[config.mk]
export PLATFORM = sky130hd
export DESIGN_NAME = rtc_top
export DESIGN_NICKNAME = d
export VERILOG_FILES = /design/src/hw/rtc_pkg.sv /design/src/hw/rtc_calendar.sv /design/src/hw/rtc_top.sv
export SDC_FILE = /design/constraint.sdc
export NUM_CORES = 1
export LEC_CHECK = 0
export BUFFER_PORTS_ARGS = -buffer_cell sky130_fd_sc_hd__buf_2
export CAP_MARGIN = 20
export CORE_ASPECT_RATIO = 1.5
export CORE_MARGIN = 5
export CORE_UTILIZATION = 65
export CTS_BUF_LIST = sky130_fd_sc_hd__clkbuf_8
export CTS_CLUSTER_DIAMETER = 60
export DETAILED_ROUTE_END_ITERATION = 12
export PLACE_DENSITY = 0.82
export SYNTH_ARGS = -nofsm -noshare
export SYNTH_HDL_FRONTEND = slang
export SYNTH_SLANG_ARGS = --single-unit
[constraint.sdc]
create_clock -name mclk -period 9.9 [get_ports mclk]
set_input_delay 0.495 -clock mclk [delete_from_list [all_inputs] [get_ports mclk]]
set_output_delay 0.495 -clock mclk [all_outputs]
set_load 0.01 [all_outputs]
[src/hw/rtc_pkg.sv]
// Constants, types and encodings shared by the calendar clock files
package rtc_pkg;

   // ***********************************************************
   // Oscillator, pin-output and location-count figures
   // ***********************************************************
   localparam int          OSC_FREQ_HZ   = 32768;
   localparam int          SQ_DIV_BITS   = 6;
   localparam int          NUM_LOC       = 8;

   // ***********************************************************
   // Serial bus address and location map
   // ***********************************************************
   localparam logic [7:0]  SLAVE_ADDR_W  = 8'hD0;
   localparam logic [2:0]  ADDR_SEC      = 3'h0;
   localparam logic [2:0]  ADDR_MIN      = 3'h1;
   localparam logic [2:0]  ADDR_HOUR     = 3'h2;
   localparam logic [2:0]  ADDR_DAY      = 3'h3;
   localparam logic [2:0]  ADDR_DATE     = 3'h4;
   localparam logic [2:0]  ADDR_MONTH    = 3'h5;
   localparam logic [2:0]  ADDR_YEAR     = 3'h6;
   localparam logic [2:0]  ADDR_CAL      = 3'h7;
   localparam logic [2:0]  ADDR_LAST_CLK = ADDR_YEAR;

   // ***********************************************************
   // Field positions
   // ***********************************************************
   localparam int          HR_CEN_EN_BIT = 7;
   localparam int          HR_CEN_BIT    = 6;
   localparam int          CAL_OUT_BIT   = 7;
   localparam int          CAL_SQ_BIT    = 6;

   // ***********************************************************
   // BCD limits
   // ***********************************************************
   localparam logic [7:0]  BCD_ONE       = 8'h01;
   localparam logic [7:0]  BCD_ZERO      = 8'h00;
   localparam logic [7:0]  SEC_MAX       = 8'h59;
   localparam logic [7:0]  MIN_MAX       = 8'h59;
   localparam logic [7:0]  HOUR_MAX      = 8'h23;
   localparam logic [7:0]  DAY_MAX       = 8'h07;
   localparam logic [7:0]  MONTH_MAX     = 8'h12;
   localparam logic [7:0]  YEAR_MAX      = 8'h99;
   localparam logic [7:0]  FEB           = 8'h02;
   localparam logic [7:0]  DAYS_LEAP     = 8'h29;
   localparam logic [7:0]  DAYS_FEB      = 8'h28;
   localparam logic [7:0]  DAYS_SHORT    = 8'h30;
   localparam logic [7:0]  DAYS_LONG     = 8'h31;

   // ***********************************************************
   // Stored-bit masks, calibration down to seconds
   // ***********************************************************
   localparam logic [63:0] WR_MASK       = 64'hFF_FF_1F_3F_07_FF_7F_7F;

   // ***********************************************************
   // Reset values, calibration down to seconds
   // ***********************************************************
   localparam logic [63:0] TIME_RST      = 64'h80_00_01_01_01_00_00_00;

   // ***********************************************************
   // Types
   // ***********************************************************
   typedef struct packed {
      logic [7:0] cal;
      logic [7:0] year;
      logic [7:0] month;
      logic [7:0] date;
      logic [7:0] day;
      logic [7:0] hour;
      logic [7:0] min;
      logic [7:0] sec;
   } rtc_time_t;

   typedef struct packed {
      logic scl;
      logic sda;
      logic osc;
      logic pf;
   } rtc_pins_t;

   localparam rtc_pins_t   PINS_RST      = '{scl: 1'b1, sda: 1'b1,
                                             osc: 1'b0, pf: 1'b1};

   typedef enum logic [2:0] {
      SM_IDLE    = 3'b000,
      SM_RX      = 3'b001,
      SM_ACK_OUT = 3'b010,
      SM_TX      = 3'b011,
      SM_ACK_IN  = 3'b100
   } rtc_state_t;

   typedef enum logic [1:0] {
      KIND_ADDR = 2'b00,
      KIND_WORD = 2'b01,
      KIND_DATA = 2'b10
   } rtc_kind_t;

endpackage

[src/hw/rtc_calendar.sv]
// BCD clock and calendar counters with byte write port
`timescale 1ns/1ns
module rtc_calendar (
   input  wire logic              mclk,
   input  wire logic              arst_n,
   input  wire logic              tick,
   input  wire logic              wr_en,
   input  wire logic [2:0]        wr_addr,
   input  wire logic [7:0]        wr_data,
   output rtc_pkg::rtc_time_t     time_q
);

   // ***********************************************************
   // BCD helpers
   // ***********************************************************
   function automatic logic [7:0] bcd_next(input logic [7:0] v,
                                           input logic [7:0] maxv,
                                           input logic [7:0] minv);
      if (v == maxv) begin
         bcd_next = minv;
      end else if (v[3:0] == 4'h9) begin
         bcd_next = {v[7:4] + 4'h1, 4'h0};
      end else begin
         bcd_next = {v[7:4], v[3:0] + 4'h1};
      end
   endfunction

   function automatic logic is_leap(input logic [7:0] y);
      if (y[4] == 1'b0) begin
         is_leap = (y[3:0] == 4'h0) || (y[3:0] == 4'h4) || (y[3:0] == 4'h8);
      end else begin
         is_leap = (y[3:0] == 4'h2) || (y[3:0] == 4'h6);
      end
   endfunction

   function automatic logic [7:0] month_days(input logic [7:0] m,
                                             input logic [7:0] y);
      case (m)
         rtc_pkg::FEB: begin
            month_days = is_leap(y) ? rtc_pkg::DAYS_LEAP
                                    : rtc_pkg::DAYS_FEB;
         end
         8'h04, 8'h06, 8'h09, 8'h11: begin
            month_days = rtc_pkg::DAYS_SHORT;
         end
         default: begin
            month_days = rtc_pkg::DAYS_LONG;
         end
      endcase
   endfunction

   // ***********************************************************
   // Carry chain
   // ***********************************************************
   rtc_pkg::rtc_time_t t_reg;
   rtc_pkg::rtc_time_t t_next;
   logic [7:0]         hour_bcd;
   logic [7:0]         hour_inc;
   logic [7:0]         dim;
   logic               sec_c;
   logic               min_c;
   logic               hr_c;
   logic               date_c;
   logic               mon_c;
   logic               yr_c;
   logic               cen_tgl;

   assign hour_bcd = {2'b00, t_reg.hour[5:0]};
   assign hour_inc = bcd_next(hour_bcd, rtc_pkg::HOUR_MAX, rtc_pkg::BCD_ZERO);
   assign dim      = month_days(t_reg.month, t_reg.year);
   assign sec_c    = tick && (t_reg.sec == rtc_pkg::SEC_MAX);
   assign min_c    = sec_c && (t_reg.min == rtc_pkg::MIN_MAX);
   assign hr_c     = min_c && (hour_bcd == rtc_pkg::HOUR_MAX);
   assign date_c   = hr_c && (t_reg.date == dim);
   assign mon_c    = date_c && (t_reg.month == rtc_pkg::MONTH_MAX);
   assign yr_c     = mon_c && (t_reg.year == rtc_pkg::YEAR_MAX);
   assign cen_tgl  = yr_c && t_reg.hour[rtc_pkg::HR_CEN_EN_BIT];

   always_comb begin
      t_next = t_reg;
      t_next.sec = bcd_next(t_reg.sec, rtc_pkg::SEC_MAX,
                            rtc_pkg::BCD_ZERO);
      if (sec_c) begin
         t_next.min = bcd_next(t_reg.min, rtc_pkg::MIN_MAX,
                               rtc_pkg::BCD_ZERO);
      end
      if (min_c) begin
         t_next.hour[5:0] = hour_inc[5:0];
      end
      if (cen_tgl) begin
         t_next.hour[rtc_pkg::HR_CEN_BIT] =
            ~t_reg.hour[rtc_pkg::HR_CEN_BIT];
      end
      if (hr_c) begin
         t_next.day  = bcd_next(t_reg.day, rtc_pkg::DAY_MAX,
                                rtc_pkg::BCD_ONE);
         t_next.date = bcd_next(t_reg.date, dim, rtc_pkg::BCD_ONE);
      end
      if (date_c) begin
         t_next.month = bcd_next(t_reg.month, rtc_pkg::MONTH_MAX,
                                 rtc_pkg::BCD_ONE);
      end
      if (mon_c) begin
         t_next.year = bcd_next(t_reg.year, rtc_pkg::YEAR_MAX,
                                rtc_pkg::BCD_ZERO);
      end
   end

   // ***********************************************************
   // Storage, bus write wins over a tick
   // ***********************************************************
   always_ff @(posedge mclk or negedge arst_n) begin
      if (!arst_n) begin
         t_reg <= rtc_pkg::TIME_RST;
      end else if (wr_en) begin
         t_reg[{wr_addr, 3'b000} +: 8] <=
            wr_data & rtc_pkg::WR_MASK[{wr_addr, 3'b000} +: 8];
      end else if (tick) begin
         t_reg <= t_next;
      end
   end

   assign time_q = t_reg;

endmodule

[src/hw/rtc_top.sv]
// Serial-bus calendar clock: bus slave, pointer, freeze, test pin
`timescale 1ns/1ns
// How it works
// - A 32.768 kHz oscillator input is counted to make a one-second tick.
// - Eight byte locations hold the clock and calendar in BCD.
// - Century, year, month, date, day, hour, minute, second; 24-hour form.
// - The location pointer steps by one after every data byte.
// - Date rolls over by month length with leap February up to 2100.
// - Access is a two-wire serial bus clocked by the master at 400 kHz max.
// - The test/output pin is open drain and only ever pulls low.
// - The block answers only to bus address bytes D0h (write) and D1h (read) after a START.
// - Locations run seconds, minutes, hours, day, date, month, year, cal.
// - The bus copy freezes while pointing at 00h-06h; resumes on STOP/07h.
// - Power fail aborts access, clears the pointer and ignores the bus.
module rtc_top #(
   parameter int OSC_EDGES_PER_SEC = rtc_pkg::OSC_FREQ_HZ
) (
   input  wire logic  mclk,
   input  wire logic  arst_n,
   input  wire logic  scl_i,
   input  wire logic  sda_i,
   output wire logic  sda_o,
   output wire logic  sda_oe,
   input  wire logic  osc_32k_i,
   input  wire logic  below_power_fail_threshold,
   output wire logic  freq_test_output_pin_o,
   output wire logic  freq_test_output_pin_oe
);

   // ***********************************************************
   // Pin synchronisers
   // ***********************************************************
   rtc_pkg::rtc_pins_t pins_raw;
   rtc_pkg::rtc_pins_t meta_reg;
   rtc_pkg::rtc_pins_t sync_reg;
   rtc_pkg::rtc_pins_t prev_reg;

   assign pins_raw = '{scl: scl_i, sda: sda_i, osc: osc_32k_i,
                       pf: below_power_fail_threshold};

   always_ff @(posedge mclk or negedge arst_n) begin
      if (!arst_n) begin
         meta_reg <= rtc_pkg::PINS_RST;
         sync_reg <= rtc_pkg::PINS_RST;
         prev_reg <= rtc_pkg::PINS_RST;
      end else begin
         meta_reg <= pins_raw;
         sync_reg <= meta_reg;
         prev_reg <= sync_reg;
      end
   end

   wire logic scl_rise = sync_reg.scl && !prev_reg.scl;
   wire logic scl_fall = !sync_reg.scl && prev_reg.scl;
   wire logic bus_start = sync_reg.scl && prev_reg.scl &&
                          prev_reg.sda && !sync_reg.sda;
   wire logic bus_stop = sync_reg.scl && prev_reg.scl &&
                         !prev_reg.sda && sync_reg.sda;
   wire logic osc_rise = sync_reg.osc && !prev_reg.osc;
   wire logic pwr_fail = sync_reg.pf;

   // ***********************************************************
   // Oscillator divider
   // ***********************************************************
   localparam logic [15:0] SEC_LAST = 16'(OSC_EDGES_PER_SEC - 1);

   logic [15:0]                     osc_cnt_reg;
   logic [rtc_pkg::SQ_DIV_BITS-1:0] sq_div_reg;
   wire logic sec_tick = osc_rise && (osc_cnt_reg == SEC_LAST);

   always_ff @(posedge mclk or negedge arst_n) begin
      if (!arst_n) begin
         osc_cnt_reg <= 16'h0000;
         sq_div_reg  <= '0;
      end else if (osc_rise) begin
         osc_cnt_reg <= sec_tick ? 16'h0000 : osc_cnt_reg + 16'h0001;
         sq_div_reg  <= sq_div_reg + 1'b1;
      end
   end

   // ***********************************************************
   // Calendar and frozen bus copy
   // ***********************************************************
   rtc_pkg::rtc_time_t  cal_time;
   rtc_pkg::rtc_time_t  snap_reg;
   rtc_pkg::rtc_state_t state_reg;
   rtc_pkg::rtc_kind_t  kind_reg;
   logic [3:0]          cnt_reg;
   logic [7:0]          sh_reg;
   logic [2:0]          ptr_reg;
   logic                rw_reg;
   logic                active_reg;
   logic                sda_oe_reg;
   logic                pin_oe_reg;

   wire logic rx_done = (state_reg == rtc_pkg::SM_RX) && scl_fall &&
                        (cnt_reg == 4'h8);
   wire logic addr_hit = (sh_reg[7:1] == rtc_pkg::SLAVE_ADDR_W[7:1]);
   wire logic cal_wr = !pwr_fail && !bus_start && !bus_stop && rx_done &&
                       (kind_reg == rtc_pkg::KIND_DATA);
   wire logic frozen = active_reg &&
                       (ptr_reg <= rtc_pkg::ADDR_LAST_CLK);
   wire logic [7:0] rd_byte = snap_reg[{ptr_reg, 3'b000} +: 8];

   rtc_calendar u_rtc_calendar (
      .mclk    (mclk),
      .arst_n  (arst_n),
      .tick    (sec_tick),
      .wr_en   (cal_wr),
      .wr_addr (ptr_reg),
      .wr_data (sh_reg),
      .time_q  (cal_time)
   );

   always_ff @(posedge mclk or negedge arst_n) begin
      if (!arst_n) begin
         snap_reg <= rtc_pkg::TIME_RST;
      end else if (!frozen) begin
         snap_reg <= cal_time;
      end
   end

   // ***********************************************************
   // Bus slave state machine
   // ***********************************************************
   always_ff @(posedge mclk or negedge arst_n) begin
      if (!arst_n) begin
         state_reg  <= rtc_pkg::SM_IDLE;
         kind_reg   <= rtc_pkg::KIND_ADDR;
         cnt_reg    <= 4'h0;
         sh_reg     <= 8'h00;
         ptr_reg    <= 3'h0;
         rw_reg     <= 1'b0;
         active_reg <= 1'b0;
         sda_oe_reg <= 1'b0;
      end else if (pwr_fail) begin
         state_reg  <= rtc_pkg::SM_IDLE;
         ptr_reg    <= 3'h0;
         active_reg <= 1'b0;
         sda_oe_reg <= 1'b0;
      end else if (bus_start) begin
         state_reg  <= rtc_pkg::SM_RX;
         kind_reg   <= rtc_pkg::KIND_ADDR;
         cnt_reg    <= 4'h0;
         sda_oe_reg <= 1'b0;
      end else if (bus_stop) begin
         state_reg  <= rtc_pkg::SM_IDLE;
         active_reg <= 1'b0;
         sda_oe_reg <= 1'b0;
      end else begin
         case (state_reg)
            rtc_pkg::SM_IDLE: begin
               sda_oe_reg <= 1'b0;
            end
            rtc_pkg::SM_RX: begin
               if (scl_rise && (cnt_reg != 4'h8)) begin
                  sh_reg  <= {sh_reg[6:0], sync_reg.sda};
                  cnt_reg <= cnt_reg + 4'h1;
               end else if (rx_done) begin
                  state_reg  <= rtc_pkg::SM_ACK_OUT;
                  sda_oe_reg <= 1'b1;
                  if (kind_reg == rtc_pkg::KIND_ADDR) begin
                     if (addr_hit) begin
                        rw_reg     <= sh_reg[0];
                        active_reg <= 1'b1;
                     end else begin
                        state_reg  <= rtc_pkg::SM_IDLE;
                        active_reg <= 1'b0;
                        sda_oe_reg <= 1'b0;
                     end
                  end else if (kind_reg == rtc_pkg::KIND_WORD) begin
                     ptr_reg <= sh_reg[2:0];
                  end
               end
            end
            rtc_pkg::SM_ACK_OUT: begin
               if (scl_fall) begin
                  cnt_reg    <= 4'h0;
                  sda_oe_reg <= 1'b0;
                  state_reg  <= rtc_pkg::SM_RX;
                  if ((kind_reg == rtc_pkg::KIND_ADDR) && rw_reg) begin
                     sh_reg     <= rd_byte;
                     sda_oe_reg <= ~rd_byte[7];
                     state_reg  <= rtc_pkg::SM_TX;
                  end else if (kind_reg == rtc_pkg::KIND_ADDR) begin
                     kind_reg <= rtc_pkg::KIND_WORD;
                  end else if (kind_reg == rtc_pkg::KIND_WORD) begin
                     kind_reg <= rtc_pkg::KIND_DATA;
                  end else begin
                     ptr_reg <= ptr_reg + 3'h1;
                  end
               end
            end
            rtc_pkg::SM_TX: begin
               if (scl_fall) begin
                  if (cnt_reg == 4'h7) begin
                     sda_oe_reg <= 1'b0;
                     state_reg  <= rtc_pkg::SM_ACK_IN;
                  end else begin
                     cnt_reg    <= cnt_reg + 4'h1;
                     sh_reg     <= {sh_reg[6:0], 1'b0};
                     sda_oe_reg <= ~sh_reg[6];
                  end
               end
            end
            rtc_pkg::SM_ACK_IN: begin
               if (scl_rise) begin
                  ptr_reg   <= ptr_reg + 3'h1;
                  sh_reg[0] <= sync_reg.sda;
               end else if (scl_fall) begin
                  cnt_reg <= 4'h0;
                  if (!sh_reg[0]) begin
                     sh_reg     <= rd_byte;
                     sda_oe_reg <= ~rd_byte[7];
                     state_reg  <= rtc_pkg::SM_TX;
                  end else begin
                     state_reg <= rtc_pkg::SM_IDLE;
                  end
               end
            end
            default: begin
               state_reg  <= rtc_pkg::SM_IDLE;
               sda_oe_reg <= 1'b0;
            end
         endcase
      end
   end

   // ***********************************************************
   // Open-drain outputs
   // ***********************************************************
   wire logic pin_pull = snap_reg.cal[rtc_pkg::CAL_SQ_BIT] ?
                         ~sq_div_reg[rtc_pkg::SQ_DIV_BITS-1] :
                         ~cal_time.cal[rtc_pkg::CAL_OUT_BIT];

   always_ff @(posedge mclk or negedge arst_n) begin
      if (!arst_n) begin
         pin_oe_reg <= 1'b0;
      end else begin
         pin_oe_reg <= pin_pull;
      end
   end

   assign sda_o                   = 1'b0;
   assign sda_oe                  = sda_oe_reg;
   assign freq_test_output_pin_o  = 1'b0;
   assign freq_test_output_pin_oe = pin_oe_reg;

endmodule

==> run_results.csv <==
group,metric,value,unit
synthesis,netlist_area,10200,sq um
sta,timing_worst_slew_pin_value,1.07,ns
status,status,"finished, final reports clean",
routing,drt_iter0_drc,765,
placed_design,dp.final_hpwl,17.9,mm
clocking,post_cts_hold_buffer_count,0,
clocking,post-cts-setup-buffer-count,0,
worst_setup_path,critical-path-top-delay-family,"flip-flops",
global_route,pin_count_of_the_biggest_net_entering_global_routing,109,
routing,vias_per_cell,6.63,
die,start_util,65.6,%
final_layout,area_delta_synth_final,5.54,%
routing,drt_pre_antenna_iters,5,
worst_setup_path,kind_of_start_point_of_the_critical_path,"flop",
clocking,cts_resized,0,
worst_setup_path,crit_required,10.26,ns
worst_setup_path,critical_path_buf_inv_count,1,
worst_setup_path,critical_path.max_stage_delay,1.06,ns
worst_setup_path,timing.rr.end,"u_rtc_calendar.time_q[7]$_DFFE_PN0P_",
clocking,tritoncts,"yes",
worst_setup_path,cp_max_fo,22,
worst_setup_path,worstPathArrival,4.16,ns
final_layout,final_core_area_utilization,69.2,%
final_layout,instances_no_fill,1206,
routing,remaining_drc_errors,0,
die,die_area,18300,sq um
synthesis,synth_flop_cell,"dfrtp_1",
die,placementRows,56,
routing,route.vias.total,7996,
clocking,numClockSinks,185,
final_layout,antenna_cells,0,
sta,rsz0062_at_grt,"no",
synthesis,synth_seq_cells,185,
min_path,hp-class,"primary input to asynchronous set/reset pin",
die,die_w,112,um
sta,layout_worst_path_cycle_share,38.4,%
routing,wire_per_inst,20.9,um
global_route,grt_pass1_wl,41.6,mm
worst_setup_path,timing.critical_path.to_type,"flop",
synthesis,yosys_warnings,0,
sta,post-route-min-period,3.80,ns
synthesis,asyncSetResetFlopFracSynth,100,%
final_layout,finish.instance_area,10700,sq um
worst_setup_path,ff2ff_path_depth,9,
placed_design,io_buffers,7,
power,total_leakage_power,4.78,nW
clocking,clock_root_buffer,"clkbuf_8",
sta,finalHoldViolCount,0,
worst_setup_path,worstSetupStartpoint,"ptr_reg[1]$_DFFE_PN0P_",
final_layout,finalNetCount,1032,
final_layout,nFillCells,1153,
clocking,cts-buffers-inserted,17,
die,height_of_the_chip,163,um
power,powerDensity,129,nW/um^2
synthesis,synth_top_area_share,41.6,%
global_route,overflow,0,
die,core_area,15500,sq um
sta,fin_worst_skew,0.0153,ns
routing,ant_nets,0,
worst_setup_path,criticalPathCategory,"flop to flop",
worst_setup_path,crit_path_cell_trace,"inv_1 -> ha_1 -> ha_1 -> a2111oi_2 -> and4_1 -> a21oi_1 -> nand2b_1 -> o21ai_0 -> o21ai_0",
clocking,ctsHtreeMaxLevel,4,
global_route,grtUsageTotal,29.1,%
synthesis,netlist-cell-type-count,76,
synthesis,synth_enable_flop_cells,0,
worst_setup_path,crit_slowest_cell,"dfrtp_1",
power,peakVddDrop,0.140,mV
synthesis,synth.yosys.seq_area_share,45.8,%
final_layout,layout_cells_sized_above_1,16.2,%
synthesis,mean_instance_size_in_the_synthesized_netlist,10.2,sq um
sta,tns,0,ns
die,boundaryPins,10,
clocking,clkTransAtPathRegs,0.10,ns
sta,setup_viol,0,
synthesis,gate_count_of_the_mapped_netlist,998,
global_route,number_of_antenna_violations_at_the_first_check_in_global_routing,0,
synthesis,synthDominantAreaCellType,"dfrtp_1",
sta,final-max-slew-violation-count,0,
worst_setup_path,r2r-start,"ptr_reg[1]$_DFFE_PN0P_",
synthesis,ys_top_cells_by_area,"dfrtp_1, mux2_2, ha_1",
clocking,max-clock-path-buffers,2,
placed_design,placer_congestion,0.934,
global_route,first_global_vias,8041,
sta,timing.max_slew.rel_slack,28.6,%
placed_design,placed_cell_area,10300,sq um
sta,peak_clock_frequency_supported_by_timing,263,MHz
routing,totalWireLength,25.1,mm
sta,final.hold.worst_slack,0.0790,ns
worst_setup_path,setup.reg_to_reg.worst_slack,6.10,ns
placed_design,dp_cells,1173,
run,max_cap_viol_count,0,
clocking,worst_skew_pair.late_latency,0.48,ns
-- power breakdown --
part	switching (W)	internal [W]	leakage (nW)
registers	0.0000335	0.000781	2.50
clock network	0.000289	0.000203	0.186
logic	0.0000451	0.0000264	2.09
total	0.000367	0.00101	4.78
-- cells by family (layout without fill, tap and decap cells) --
kind of cell / Yosys count / after routing / synth area share (%)
flip-flops: 185 / 185 / 45.8
adder cells (fa/ha/maj): 36 / 36 / 4.43
XOR/XNOR: 18 / 18 / 1.63
multiplexers: 101 / 101 / 12.8
other: 1 / 2 / 0.0369
AND/OR/NAND/NOR: 343 / 343 / 17.3
AO/OA/AOI/OAI: 234 / 234 / 15.0
buffers and inverters: 80 / 84 / 3.08
-- cells in the final DEF (no fill, tap or decap), types with 19 or more instances in the layout --
master	Yosys	routed
mux2_2	71	71
dfrtp_1	169	169
a21oi_1	55	55
nand3_1	40	40
nor2_1	71	71
nand2_1	96	96
o21ai_0	74	74
ha_1	36	36
nand4_1	19	19
inv_1	37	38
-- metal layers --
metal,part of all wire [%],vias up,GRT usage [%]
met5,0,-,0
met4,6.9,0,19.4
met3,6.2,116,5.60
met2,49,336,47.7
met1,38,3885,35.0
li1,-,3659,-
-- worst max-delay path by stage --
| stage | end | slack, ns | cells past startpoint |
|---|---|---|---|
| 3_3_place_gp | u_rtc_calendar.time_q[7]$_DFFE_PN0P_ | 6.34 | 9 |
| 2_1_floorplan | u_rtc_calendar.time_q[39]$_DFFE_PN0P_ | 6.57 | 12 |
| 4_1_cts | u_rtc_calendar.time_q[6]$_DFFE_PN0P_ | 6.17 | 9 |
| 6_report | u_rtc_calendar.time_q[7]$_DFFE_PN0P_ | 6.10 | 9 |
| 5_1_grt | u_rtc_calendar.time_q[7]$_DFFE_PN0P_ | 5.84 | 9 |
| 3_5_place_dp | u_rtc_calendar.time_q[6]$_DFFE_PN0P_ | 6.19 | 9 |
-- synthesized netlist by cell type, drive strengths merged (4+ instances only) --
master  number
a21oi       55
a32oi        5
buf          7
nand4       19
ha          36
or4          5
inv         38
dfstp       16
nand2       96
a22oi        4
nand2b      10
nor2        71
nor2b       11
a31oi        7
nand3       40
o211ai       9
and4         8
nor3        18
dfrtp      169
mux2i       14
clkbuf      34
xor2         5
nor4b        4
or2          5
o32a         5
nor3b        7
nand3b      12
mux4        16
and3        13
a211oi       6
o21ai       76
a211o        8
o22ai        7
mux2        71
xnor2       13
nor4         9
o21a         4
a21o        13
-- stage by stage --
stage | power (W) | setup slack [ns]
2_1_floorplan | 0.000863 | 6.57
6_report | 0.00138 | 6.10
5_1_grt | 0.00144 | 5.84
3_5_place_dp | 0.000901 | 6.19
3_3_place_gp | 0.000897 | 6.34
4_1_cts | 0.00139 | 6.17
-- worst reg2reg max path: stages, from the launching register on --
cell and delay (ns):
dfrtp_1 1.06, inv_1 0.23, ha_1 0.27, ha_1 0.30, a2111oi_2 0.52, and4_1 0.49, a21oi_1 0.18, nand2b_1 0.35
o21ai_0 0.19, o21ai_0 0.10
-- layout make-up --
cell class | instances | area (sq um) | share of cell area (%)
inverters | 39 | 146 | 1.37
well taps | 203 | 254 | 2.37
repair buffers | 13 | 86.3 | 0.805
flip-flops and latches | 185 | 4650 | 43.4
clock inverters | 15 | 140 | 1.31
clock buffers | 17 | 234 | 2.18
multi-input cells | 734 | 5210 | 48.6
Power figures use the tool's default switching activity.
